[src/tcf_pkg.sv]
// Constants shared by the timer control and flag register block
package tcf_pkg;

	// Register offsets on the byte-wide register port
	localparam logic [7:0] OFF_WIDTH = 8'h04;
	localparam logic [7:0] OFF_IRQ_A = 8'h06;
	localparam logic [7:0] OFF_IRQ_B = 8'h07;
	localparam logic [7:0] OFF_F_CLR = 8'h08;
	localparam logic [7:0] OFF_F_SET = 8'h09;
	localparam logic [7:0] OFF_G_CLR = 8'h0a;
	localparam logic [7:0] OFF_G_SET = 8'h0b;

	// Reset value of every register in the block
	localparam logic [7:0] RST_REG = 8'h00;

	// Counter width select codes
	localparam logic [1:0] WIDTH_NORMAL     = 2'h0;
	localparam logic [1:0] WIDTH_UPPER_ZERO = 2'h1;
	localparam logic [1:0] WIDTH_DUAL8      = 2'h2;

	// Software command codes
	localparam logic [1:0] CMD_NONE    = 2'h0;
	localparam logic [1:0] CMD_UPDATE  = 2'h1;
	localparam logic [1:0] CMD_RESTART = 2'h2;
	localparam logic [1:0] CMD_RESET   = 2'h3;

	// Interrupt level codes
	localparam logic [1:0] LVL_OFF = 2'h0;

	// Waveform modes that update at TOP; all others update at BOTTOM
	localparam logic [2:0] WG_NORMAL = 3'h0;
	localparam logic [2:0] WG_FRQ    = 3'h1;

	// Field positions
	localparam int unsigned F_DIR    = 0;
	localparam int unsigned F_LOCK   = 1;
	localparam int unsigned F_CMD_LO = 2;
	localparam int unsigned F_QIDX   = 4;
	localparam int unsigned G_PER    = 0;
	localparam int unsigned G_CH_LO  = 1;
	localparam int unsigned IRQA_WRAP_LO = 0;
	localparam int unsigned IRQA_ERR_LO  = 2;

	// Sizes
	localparam int unsigned CNT_W  = 16;
	localparam int unsigned BYTE_W = 8;
	localparam int unsigned N_CH   = 4;
	localparam int unsigned N_SRC  = 6;
	localparam int unsigned N_LVL  = 3;

endpackage

[src/tcf_regs.sv]
// Timer width, interrupt level, command/flag and buffer-valid registers
`timescale 1ns/10ps
module tcf_regs #(
	parameter int unsigned ADDR_W = 8
) (
	// Clock and reset
	input  wire logic                         clk,
	input  wire logic                         srst,
	// Register port
	input  wire logic [ADDR_W-1:0]            addr,
	input  wire logic [7:0]                   wr_data,
	input  wire logic                         wr_strobe,
	input  wire logic                         rd_strobe,
	output logic      [7:0]                   rd_data,
	// Counting engine status
	input  wire logic                         tc_off,
	input  wire logic                         capture_mode,
	input  wire logic [2:0]                   wave_mode,
	input  wire logic                         at_top,
	input  wire logic                         at_bottom,
	input  wire logic                         count_tick,
	input  wire logic                         hw_dir_valid,
	input  wire logic                         hw_dir,
	input  wire logic                         qdec_index,
	// Buffer and capture events
	input  wire logic                         per_buf_written,
	input  wire logic [tcf_pkg::N_CH-1:0]     ch_buf_written,
	input  wire logic [tcf_pkg::N_CH-1:0]     capture_event,
	input  wire logic [tcf_pkg::N_CH-1:0]     ch_irq_flag_clear,
	// Interrupt flags from the flag register
	input  wire logic                         err_flag,
	input  wire logic                         wrap_flag,
	input  wire logic [tcf_pkg::N_CH-1:0]     ch_irq_flag,
	// Control outputs
	output logic      [1:0]                   width_sel,
	output logic                              count_down,
	output logic      [tcf_pkg::CNT_W-1:0]    count_value,
	output logic                              buffer_transfer,
	output logic                              timer_restart,
	output logic                              timer_hard_reset,
	output logic      [tcf_pkg::N_LVL-1:0]    irq_req
);
	import tcf_pkg::*;

	typedef struct packed {
		logic [1:0]      width_sel;
		logic [3:0]      irq_a;
		logic [7:0]      irq_b;
		logic            qidx;
		logic            lock;
		logic            dir;
		logic [N_CH:0]   bv;
		logic            xfer;
		logic            restart;
		logic            hard;
		logic [7:0]      rd_data;
	} tcf_reg_state_t;

	tcf_reg_state_t st;
	tcf_reg_state_t next_st;

	logic       wr_width;
	logic       wr_irq_a;
	logic       wr_irq_b;
	logic       wr_fclr;
	logic       wr_fset;
	logic       wr_gclr;
	logic       wr_gset;
	logic [1:0] cmd;
	logic       update_event;
	logic       force_upd;
	logic       xfer_now;
	logic       leave_zero;
	logic [7:0] f_view;
	logic [7:0] g_view;

	// Address decode and command field
	assign wr_width = wr_strobe && addr == ADDR_W'(OFF_WIDTH);
	assign wr_irq_a = wr_strobe && addr == ADDR_W'(OFF_IRQ_A);
	assign wr_irq_b = wr_strobe && addr == ADDR_W'(OFF_IRQ_B);
	assign wr_fclr  = wr_strobe && addr == ADDR_W'(OFF_F_CLR);
	assign wr_fset  = wr_strobe && addr == ADDR_W'(OFF_F_SET);
	assign wr_gclr  = wr_strobe && addr == ADDR_W'(OFF_G_CLR);
	assign wr_gset  = wr_strobe && addr == ADDR_W'(OFF_G_SET);
	assign cmd      = wr_fset ? wr_data[F_CMD_LO +: 2] : CMD_NONE;

	// Update moment depends on the waveform mode
	assign update_event = (wave_mode == WG_NORMAL || wave_mode == WG_FRQ) ? at_top
		: at_bottom;
	assign force_upd = cmd == CMD_UPDATE;
	// Lock only bites outside capture; a forced update obeys the lock too
	assign xfer_now = (update_event || force_upd) && (!st.lock || capture_mode);

	// Read views; command bits are never stored, so they read zero
	assign f_view = {3'h0, st.qidx, 2'h0, st.lock, st.dir};
	assign g_view = {3'h0, st.bv};

	// Next state of all registers
	always_comb begin
		next_st = st;
		next_st.xfer    = xfer_now;
		next_st.restart = cmd == CMD_RESTART;
		next_st.hard    = cmd == CMD_RESET && tc_off;
		next_st.rd_data = RST_REG;

		// Plain read/write registers; reserved bits are not stored
		if (wr_width) begin
			next_st.width_sel = wr_data[1:0];
		end
		if (wr_irq_a) begin
			next_st.irq_a = wr_data[3:0];
		end
		if (wr_irq_b) begin
			next_st.irq_b = wr_data;
		end

		// Direction: hardware first, a software write in the same cycle wins
		if (hw_dir_valid) begin
			next_st.dir = hw_dir;
		end
		if (wr_fclr && wr_data[F_DIR]) begin
			next_st.dir = 1'h0;
		end
		if (wr_fset && wr_data[F_DIR]) begin
			next_st.dir = 1'h1;
		end

		// Lock bit
		if (wr_fclr && wr_data[F_LOCK]) begin
			next_st.lock = 1'h0;
		end
		if (wr_fset && wr_data[F_LOCK]) begin
			next_st.lock = 1'h1;
		end

		// Index flag: clears first, so an index in the same cycle survives
		if (leave_zero || (wr_fclr && wr_data[F_QIDX])) begin
			next_st.qidx = 1'h0;
		end
		if (qdec_index || (wr_fset && wr_data[F_QIDX])) begin
			next_st.qidx = 1'h1;
		end

		// Period buffer valid; a new write beats the update that clears it
		if (xfer_now || (wr_gclr && wr_data[G_PER])) begin
			next_st.bv[G_PER] = 1'h0;
		end
		if (per_buf_written || (wr_gset && wr_data[G_PER])) begin
			next_st.bv[G_PER] = 1'h1;
		end

		// Channel buffer valid bits change their cause in capture operation
		for (int i = 0; i < N_CH; i++) begin
			if ((capture_mode ? ch_irq_flag_clear[i] : xfer_now)
				|| (wr_gclr && wr_data[G_CH_LO + i])) begin
				next_st.bv[G_CH_LO + i] = 1'h0;
			end
			if ((capture_mode ? capture_event[i] : ch_buf_written[i])
				|| (wr_gset && wr_data[G_CH_LO + i])) begin
				next_st.bv[G_CH_LO + i] = 1'h1;
			end
		end

		// Hard reset returns every register to its reset value
		if (next_st.hard) begin
			next_st.width_sel = WIDTH_NORMAL;
			next_st.irq_a     = '0;
			next_st.irq_b     = '0;
			next_st.qidx      = 1'h0;
			next_st.lock      = 1'h0;
			next_st.dir       = 1'h0;
			next_st.bv        = '0;
			next_st.xfer      = 1'h0;
		end

		// Read data stand for exactly one cycle after the strobe
		if (rd_strobe) begin
			if (addr == ADDR_W'(OFF_WIDTH)) begin
				next_st.rd_data = {6'h00, st.width_sel};
			end else if (addr == ADDR_W'(OFF_IRQ_A)) begin
				next_st.rd_data = {4'h0, st.irq_a};
			end else if (addr == ADDR_W'(OFF_IRQ_B)) begin
				next_st.rd_data = st.irq_b;
			end else if (addr == ADDR_W'(OFF_F_CLR) || addr == ADDR_W'(OFF_F_SET)) begin
				next_st.rd_data = f_view;
			end else if (addr == ADDR_W'(OFF_G_CLR) || addr == ADDR_W'(OFF_G_SET)) begin
				next_st.rd_data = g_view;
			end
		end
	end

	// State register
	always_ff @(posedge clk) begin
		if (srst) begin
			st <= '0;
		end else begin
			st <= next_st;
		end
	end

	// Counter core, cleared by restart and hard reset pulses
	tcf_counter u_counter (
		.clk         (clk),
		.srst        (srst),
		.tick        (count_tick),
		.count_down  (st.dir),
		.width_sel   (st.width_sel),
		.clear       (st.restart || st.hard),
		.count_value (count_value),
		.leave_zero  (leave_zero)
	);

	// Priority requests toward the interrupt controller
	tcf_irq_level u_irq (
		.clk       (clk),
		.srst      (srst),
		.src_flag  ({ch_irq_flag, err_flag, wrap_flag}),
		.src_level ({st.irq_b, st.irq_a[IRQA_ERR_LO +: 2], st.irq_a[IRQA_WRAP_LO +: 2]}),
		.irq_req   (irq_req)
	);

	assign width_sel        = st.width_sel;
	assign count_down       = st.dir;
	assign buffer_transfer  = st.xfer;
	assign timer_restart    = st.restart;
	assign timer_hard_reset = st.hard;
	assign rd_data          = st.rd_data;
endmodule // tcf_regs

[src/tcf_counter.sv]
// Counter core with normal, upper-byte-zeroed and dual 8-bit modes
`timescale 1ns/10ps
module tcf_counter (
	// Clock and reset
	input  wire logic                       clk,
	input  wire logic                       srst,
	// Control
	input  wire logic                       tick,
	input  wire logic                       count_down,
	input  wire logic [1:0]                 width_sel,
	input  wire logic                       clear,
	// Status
	output logic      [tcf_pkg::CNT_W-1:0]  count_value,
	output logic                            leave_zero
);
	import tcf_pkg::*;

	typedef struct packed {
		logic [CNT_W-1:0] cnt;
		logic             leave_zero;
	} tcf_cnt_state_t;

	tcf_cnt_state_t st;
	tcf_cnt_state_t next_st;

	// One step of an 8-bit half, wrapping within the byte
	function automatic logic [BYTE_W-1:0] tcf_step8(input logic [BYTE_W-1:0] v,
		input logic down);
		tcf_step8 = down ? BYTE_W'(v - 1'h1) : BYTE_W'(v + 1'h1);
	endfunction

	// Next count; clear wins over a tick
	always_comb begin
		next_st = st;
		next_st.leave_zero = tick && !clear && (st.cnt == '0);
		if (clear) begin
			next_st.cnt = '0;
		end else if (tick) begin
			if (width_sel == WIDTH_DUAL8) begin
				// Halves run alone, no carry between them
				next_st.cnt = {tcf_step8(st.cnt[CNT_W-1:BYTE_W], count_down),
					tcf_step8(st.cnt[BYTE_W-1:0], count_down)};
			end else begin
				next_st.cnt = count_down ? CNT_W'(st.cnt - 1'h1) : CNT_W'(st.cnt + 1'h1);
			end
		end
		// Upper byte forced low on every cycle in this mode
		if (width_sel == WIDTH_UPPER_ZERO) begin
			next_st.cnt[CNT_W-1:BYTE_W] = '0;
		end
	end

	// State register
	always_ff @(posedge clk) begin
		if (srst) begin
			st <= '0;
		end else begin
			st <= next_st;
		end
	end

	assign count_value = st.cnt;
	assign leave_zero  = st.leave_zero;

endmodule // tcf_counter

[src/tcf_irq_level.sv]
// Interrupt level decode: each enabled source raises a low, medium or high request
`timescale 1ns/10ps
module tcf_irq_level (
	// Clock and reset
	input  wire logic                         clk,
	input  wire logic                         srst,
	// Sources and their two-bit levels
	input  wire logic [tcf_pkg::N_SRC-1:0]    src_flag,
	input  wire logic [2*tcf_pkg::N_SRC-1:0]  src_level,
	// Requests: bit 0 low, bit 1 medium, bit 2 high
	output logic      [tcf_pkg::N_LVL-1:0]    irq_req
);
	import tcf_pkg::*;

	typedef struct packed {
		logic [N_LVL-1:0] req;
	} tcf_irq_state_t;

	tcf_irq_state_t st;
	tcf_irq_state_t next_st;

	// Level 00 means the source is masked
	always_comb begin
		next_st.req = '0;
		for (int i = 0; i < N_SRC; i++) begin
			if (src_flag[i] && src_level[2*i +: 2] != LVL_OFF) begin
				next_st.req[src_level[2*i +: 2] - 2'h1] = 1'h1;
			end
		end
	end

	// State register
	always_ff @(posedge clk) begin
		if (srst) begin
			st <= '0;
		end else begin
			st <= next_st;
		end
	end

	assign irq_req = st.req;

endmodule // tcf_irq_level

[config.mk]
export PLATFORM = sky130hd
export DESIGN_NAME = tcf_regs
export DESIGN_NICKNAME = d
export VERILOG_FILES = /design/src/tcf_pkg.sv /design/src/tcf_regs.sv /design/src/tcf_counter.sv /design/src/tcf_irq_level.sv
export SDC_FILE = /design/constraint.sdc
export NUM_CORES = 1
export LEC_CHECK = 0
export CAP_MARGIN = 20
export CORE_MARGIN = 2
export CORE_UTILIZATION = 35
export CTS_CLUSTER_SIZE = 30
export DETAILED_ROUTE_END_ITERATION = 10
export DONT_BUFFER_PORTS = 1
export PLACE_DENSITY = 0.54
export SETUP_SLACK_MARGIN = 0.02
export SYNTH_ARGS = -nofsm -noshare
export SYNTH_HDL_FRONTEND = slang
export SYNTH_SLANG_ARGS = --single-unit
[constraint.sdc]
create_clock -name clk -period 3.1 [get_ports clk]
set_input_delay 0.155 -clock clk [delete_from_list [all_inputs] [get_ports clk]]
set_output_delay 0.155 -clock clk [all_outputs]
set_load 0.005 [all_outputs]
==> flow_metrics.env, run 1 <==
export IMPL_status="finished clean"
export IMPL_place_ws_ns=0.538
export IMPL_drc=0
export IMPL_die_area_um2=10200
export IMPL_area_growth_pct=9.12
export IMPL_num_rows=35
export IMPL_synth_area_um2=3310
export IMPL_layout_drive_gt1_share_pct=6.19
export IMPL_clock_sinks=53
export IMPL_clkTransAtPathRegs_ns=0.10
export IMPL_place_gp_congestion=0.846
export IMPL_met2_usage_pct=28.0
export IMPL_fillers=970
export IMPL_peakVddDrop_mv=0.214
export IMPL_synth_main_ff_cell="dfxtp_1"
export IMPL_setup_tns_ns=0
export IMPL_boundaryPins=83
export IMPL_initial_core_util_pct=36.0
export IMPL_grt_max_degree=24
export IMPL_routed_wl_mm=9.52
export IMPL_period_minus_slack_ns=2.60
export IMPL_fin_skew_ns=0.00734
export IMPL_post_dp_hpwl_mm=6.83
export IMPL_grt_pass1_wl_mm=15.6
export IMPL_ys_async_sr_fraction_pct=0
export IMPL_cts_hold_buffers_added=19
export IMPL_stdcell_count=531
export IMPL_drt_pre_antenna_iters=4
export IMPL_coreArea_um2=9200
export IMPL_endpoint_kind="flop"
export IMPL_vias=3087
export IMPL_finalSetupViolations=0
export IMPL_clkLatencyLatePin_ns=0.31
export IMPL_synth_distinct_cells=59
export IMPL_slew_headroom_pct=58.6
export IMPL_path_max_fanout=12
export IMPL_synth_edf_count=0
export IMPL_fin_crit_sh_pct=83.8
export IMPL_postCtsResizedCells=0
export IMPL_hold_violations=0
export IMPL_avgViaCountPerCell=5.81
export IMPL_cts_setup_buffers=0
export IMPL_crit_required_ns=3.34
export IMPL_io_buffer_count=0
export IMPL_htreeDepth=2
export IMPL_grt_pass1_vias=2955
export IMPL_grtUsageMet3_pct=5.38
export IMPL_synth_seq_cells=53
export IMPL_worst_hold_slack_ns=0.00553
export IMPL_die_width_um=101
export IMPL_crit_type="reg2reg"
export IMPL_grt_setup_unrepaired="false"
export IMPL_cts_path_max_buffers=2
export IMPL_final_nets=485
export IMPL_setup_worst_path_start_class="flop"
export IMPL_fmax_mhz=385
export IMPL_critPathArrivalTime_ns=2.84
export IMPL_dieHeight_um=101
export IMPL_grtUsageMet1_pct=28.1
export IMPL_leakagePower_nw=1.30
export IMPL_grt_busiest_layer="met1"
export IMPL_ant_nets=0
export IMPL_dpl_cell_count=502
export IMPL_antenna_found_initial=0
export IMPL_cts_buffers=5
export IMPL_final_max_slew_viol_count=0
export IMPL_dr_first_iter_drc_count=145
export IMPL_grt_overflow=0
export IMPL_root_buffer="clkbuf_8"
export IMPL_tritoncts="built"
export IMPL_yosysWarnings=0
export IMPL_max_slew_worst_pin_slew_ns=0.620
export IMPL_diodes=0
export IMPL_syn_inst=415
export IMPL_hp_class="in2reg"
export IMPL_power_density_nw_per_um2=398
export IMPL_gr_usage_all_layers_pct=19.2
export IMPL_wire_per_inst_um=17.9
export IMPL_synth_area_per_cell_um2=7.97
export IMPL_setup_ws_ns=0.502
export IMPL_yosysSeqAreaShare_pct=32.1
export IMPL_synth_fp_nets=481
export IMPL_drv_cap=0
-- stage by stage --
step	util (%)	total power [mW]	cell area, µm²
6_report	39.2	1.44	3610
5_1_grt	39.2	1.52	3610
4_1_cts	39.0	1.45	3590
3_5_place_dp	35.8	0.971	3290
3_3_place_gp	35.8	0.969	3290
2_1_floorplan	-	0.939	3310
-- worst max-delay path: stages, from the launching register on --
cell and delay, ns:
dfxtp_1 0.73, buf_4 0.30, ha_1 0.33, a21oi_1 0.30, o21ai_1 0.14, a211oi_1 0.32, nor4_1 0.11, o21ai_1 0.12
nor3b_1 0.17
-- layer usage --
layer  vias to the layer above  wire length (µm)
li1                       1512                 -
met1                      1435              4500
met2                       132              4110
met3                         8               807
met4                         0                99
met5                         -                 0
-- sequential cells by signal, summed over array words and instances, names as in the netlist --
name                   flops
u_counter.leave_zero       1
width_sel                  2
f_view                     2
u_counter.count_value     16
buffer_transfer            1
u_irq.irq_req              3
rd_data                    8
st                        12
count_down                 1
timer_restart              1
timer_hard_reset           1
g_view                     5
-- kinds of logic (layout without fill, tap and decap cells) --
| kind of cell | count (synthesis) | after routing | synth area share, % |
|---|---|---|---|
| and+or+nand+nor | 171 | 171 | 25.8 |
| AOI/OAI and AO/OA | 111 | 111 | 21.7 |
| DFF | 53 | 53 | 32.1 |
| buffers and inverters | 38 | 43 | 6.43 |
| adders and majority gates | 16 | 16 | 6.51 |
| muxes | 14 | 14 | 4.35 |
| xor gates and xnor gates | 12 | 12 | 3.18 |
-- layout by cell type, fill, tap and decap left out, drive strengths merged, types with 3 or more instances in the layout --
cell type / instances
nor3: 12
nand3: 25
and3: 7
a21o: 6
xnor2: 8
a22oi: 3
mux2i: 11
a211oi: 8
and4b: 3
o31ai: 3
nor2b: 4
nand2b: 4
mux2: 3
o211ai: 3
dlygate4sd3: 21
a31oi: 13
nor2: 27
xor2: 4
nand2: 65
clkbuf: 7
ha: 14
o21ai: 15
nand4: 8
dfxtp: 53
and2: 4
a21oi: 40
nor4: 5
o22ai: 8
o21bai: 3
inv: 12
-- synthesized netlist by cell type (all sizes together) (11+ instances only) --
library cell  count  area share (%)
mux2i            11             3.3
nor2             27             3.1
dfxtp            53              32
nand2            65             7.4
ha               14             5.3
buf              23             4.7
o21ai            15             2.3
a31oi            13             2.5
nand3            25             3.9
inv              11             1.2
nor3             12             2.0
a21oi            40             6.3
-- final cells by class --
class	count	area [µm²]	share of cell area, %
multi-input cells	324	2030	56.3
flip-flops and latches	53	1060	29.4
repair buffers	23	225	6.24
well taps	111	139	3.85
clock buffers	7	96.3	2.67
inverters	12	45.0	1.25
clock inverters	1	8.76	0.243
-- worst paths after layout --
path	startpoint	end	slack, ns	cells after the start
max	count_down$_SDFFE_PP0P_	u_counter.count_value[15]$_SDFFE_PP0P_	0.50	8
min	count_tick	u_counter.count_value[3]$_SDFFE_PP0P_	0.006	2
max reg2reg	count_down$_SDFFE_PP0P_	u_counter.count_value[15]$_SDFFE_PP0P_	0.50	8
min reg2reg	g_view[0]$_SDFFE_PP0P_	g_view[0]$_SDFFE_PP0P_	0.48	2
-- report_power, final --
group | total, mW | leakage (nW) | internal (mW) | switching [mW]
clock | 0.452 | 0.0549 | 0.207 | 0.245
combinational | 0.240 | 0.816 | 0.106 | 0.135
sequential | 0.745 | 0.432 | 0.707 | 0.0374
(Power assumes the default switching activity.)
==> run 2, diff against run 1 <==
==> constraint.sdc (replaced) <==
create_clock -name clk -period 2.5 [get_ports clk]
set_input_delay 0.125 -clock clk [delete_from_list [all_inputs] [get_ports clk]]
set_output_delay 0.125 -clock clk [all_outputs]
set_load 0.005 [all_outputs]
==> run 2 against run 1 <==
  * Sequential power increased by 24%
  * Via count down 0.97%
  * Sequential cell count is the same
  * Clock-buffer cell count fell by 2
  * Clock skew is 0.0062 ns higher
  * Global-route usage up 0.078 points
  * Critical path type unchanged
  * Highest routed layer unchanged
==> flow_metrics.env, run 2 (synthesis results as in run 1) <==
export IMPL_status="finished clean"
export IMPL_clock_sinks=53
export IMPL_r2r_cells=8
export IMPL_fmax_mhz=440
export IMPL_power_density_nw_per_um2=483
export IMPL_io_buffer_count=0
export IMPL_setup_ws_ns=0.230
export IMPL_drv_cap=0
export IMPL_diodes=0
export IMPL_leakagePower_nw=1.35
export IMPL_clkLatencyLatePin_ns=0.32
export IMPL_final_cell_mix="nand2_1 (65), dfxtp_1 (52), a21oi_1 (37)"
export IMPL_root_buffer="clkbuf_8"
export IMPL_grt_max_degree=24
export IMPL_htreeDepth=2
export IMPL_area_growth_pct=10.6
export IMPL_post_dp_hpwl_mm=7.06
export IMPL_path_max_fanout=9
export IMPL_placed_area_um2=3360
export IMPL_initial_core_util_pct=36.0
export IMPL_boundaryPins=83
export IMPL_antenna_found_initial=0
export IMPL_r2r_start="count_down$_SDFFE_PP0P_"
export IMPL_ant_nets=0
export IMPL_num_rows=35
export IMPL_max_slew_worst_pin_slew_ns=0.680
export IMPL_routed_wl_mm=9.68
export IMPL_place_ws_ns=0.127
export IMPL_fillers=988
export IMPL_endpoint_kind="flop"
export IMPL_avgViaCountPerCell=5.67
export IMPL_slew_headroom_pct=54.5
export IMPL_worst_hold_slack_ns=0.00925
export IMPL_hp_class="in2reg"
export IMPL_hold_end="u_counter.count_value[10]$_SDFFE_PP0P_"
export IMPL_dr_first_iter_drc_count=147
export IMPL_min_from="count_tick"
export IMPL_grt_overflow=0
export IMPL_grt_pass1_vias=2921
export IMPL_clkTransAtPathRegs_ns=0.11
export IMPL_grt_pass1_wl_mm=15.5
export IMPL_period_minus_slack_ns=2.27
export IMPL_min_path_cells=2
export IMPL_cts_path_max_buffers=2
export IMPL_peakVddDrop_mv=0.237
export IMPL_final_common_cell="nand2_1"
export IMPL_final_area_um2=3660
export IMPL_crit_type="reg2reg"
export IMPL_wire_per_inst_um=18.0
export IMPL_dieHeight_um=101
export IMPL_coreArea_um2=9200
export IMPL_tritoncts="built"
export IMPL_fin_skew_ns=0.0135
export IMPL_rr_endpoint="u_counter.count_value[14]$_SDFFE_PP0P_"
export IMPL_final_max_slew_viol_count=0
export IMPL_largest_reg_flops=16
export IMPL_layout_drive_gt1_share_pct=8.64
export IMPL_gr_usage_all_layers_pct=19.3
export IMPL_crit_required_ns=2.71
export IMPL_cts_buffers=5
export IMPL_place_gp_congestion=0.885
export IMPL_drt_pre_antenna_iters=4
export IMPL_reg2reg_setup_slack_ns=0.23
export IMPL_vias=3057
export IMPL_finalSetupViolations=0
export IMPL_critPathArrivalTime_ns=2.48
export IMPL_fin_crit_sh_pct=90.8
export IMPL_setup_worst_path_start_class="flop"
export IMPL_die_area_um2=10200
export IMPL_final_nets=493
export IMPL_drc=0
export IMPL_hold_violations=0
export IMPL_setup_tns_ns=0
export IMPL_grt_setup_unrepaired="false"
export IMPL_die_width_um=101
==> run 2: report_power, final <==
part	switching [mW]	internal, mW
combinational	0.180	0.144
sequential	0.0442	0.877
clock	0.319	0.200
==> run 2: worst max-delay path by stage <==
stage | start | endpoint | slack (ns) | depth (start not counted)
after floorplan | count_down$_SDFFE_PP0P_ | u_counter.count_value[14]$_SDFFE_PP0P_ | 0.11 | 8
after detailed placement | count_down$_SDFFE_PP0P_ | u_counter.count_value[11]$_SDFFE_PP0P_ | 0.13 | 8
after CTS | count_down$_SDFFE_PP0P_ | u_counter.count_value[11]$_SDFFE_PP0P_ | 0.09 | 8
after global routing | count_down$_SDFFE_PP0P_ | u_counter.count_value[15]$_SDFFE_PP0P_ | 0.08 | 8
after global placement | count_down$_SDFFE_PP0P_ | u_counter.count_value[14]$_SDFFE_PP0P_ | 0.16 | 7
final | count_down$_SDFFE_PP0P_ | u_counter.count_value[14]$_SDFFE_PP0P_ | 0.23 | 8
==> run 2: layout make-up <==
type / count / area, µm² / area share (%)
clock buffers: 5 / 68.8 / 1.88
clock inverters: 3 / 21.3 / 0.582
inverters: 12 / 45.0 / 1.23
multi-input cells: 324 / 2040 / 55.7
flip-flops and latches: 53 / 1060 / 29.1
well taps: 111 / 139 / 3.80
repair buffers: 31 / 283 / 7.73
==> run 2: layer usage <==
metal	routed length, µm	GRT usage (%)
met5	0	0
met4	184	5.93
met1	4610	27.2
met2	4210	28.8
met3	676	5.04
==> run 2: what timing repair did <==
action / in CTS / in global routing
hold buffers: 20 / 0
buffers inserted: 0 / 0
gates resized for setup: 0 / 2
hold endpoints to repair: 40 / 0
setup endpoints to repair: 0 / 5
==> run 2: worst max-delay path, stage by stage (launching register included) <==
cell       delay, ns
dfxtp_2         0.40
buf_4           0.18
ha_1            0.24
a21o_1          0.20
a2111oi_4       0.39
o211ai_1        0.22
a31oi_1         0.26
xor2_1          0.19
o31ai_1         0.08
==> run 2: through the flow <==
stage | std cells | power (mW) | util, %
global route | 539 | 1.86 | 39.8
detailed placement | 511 | 1.23 | 36.5
floorplan | 415 | 1.16 | -
finish | 539 | 1.76 | 39.8
CTS | 539 | 1.79 | 39.7
global placement | 511 | 1.22 | 36.5
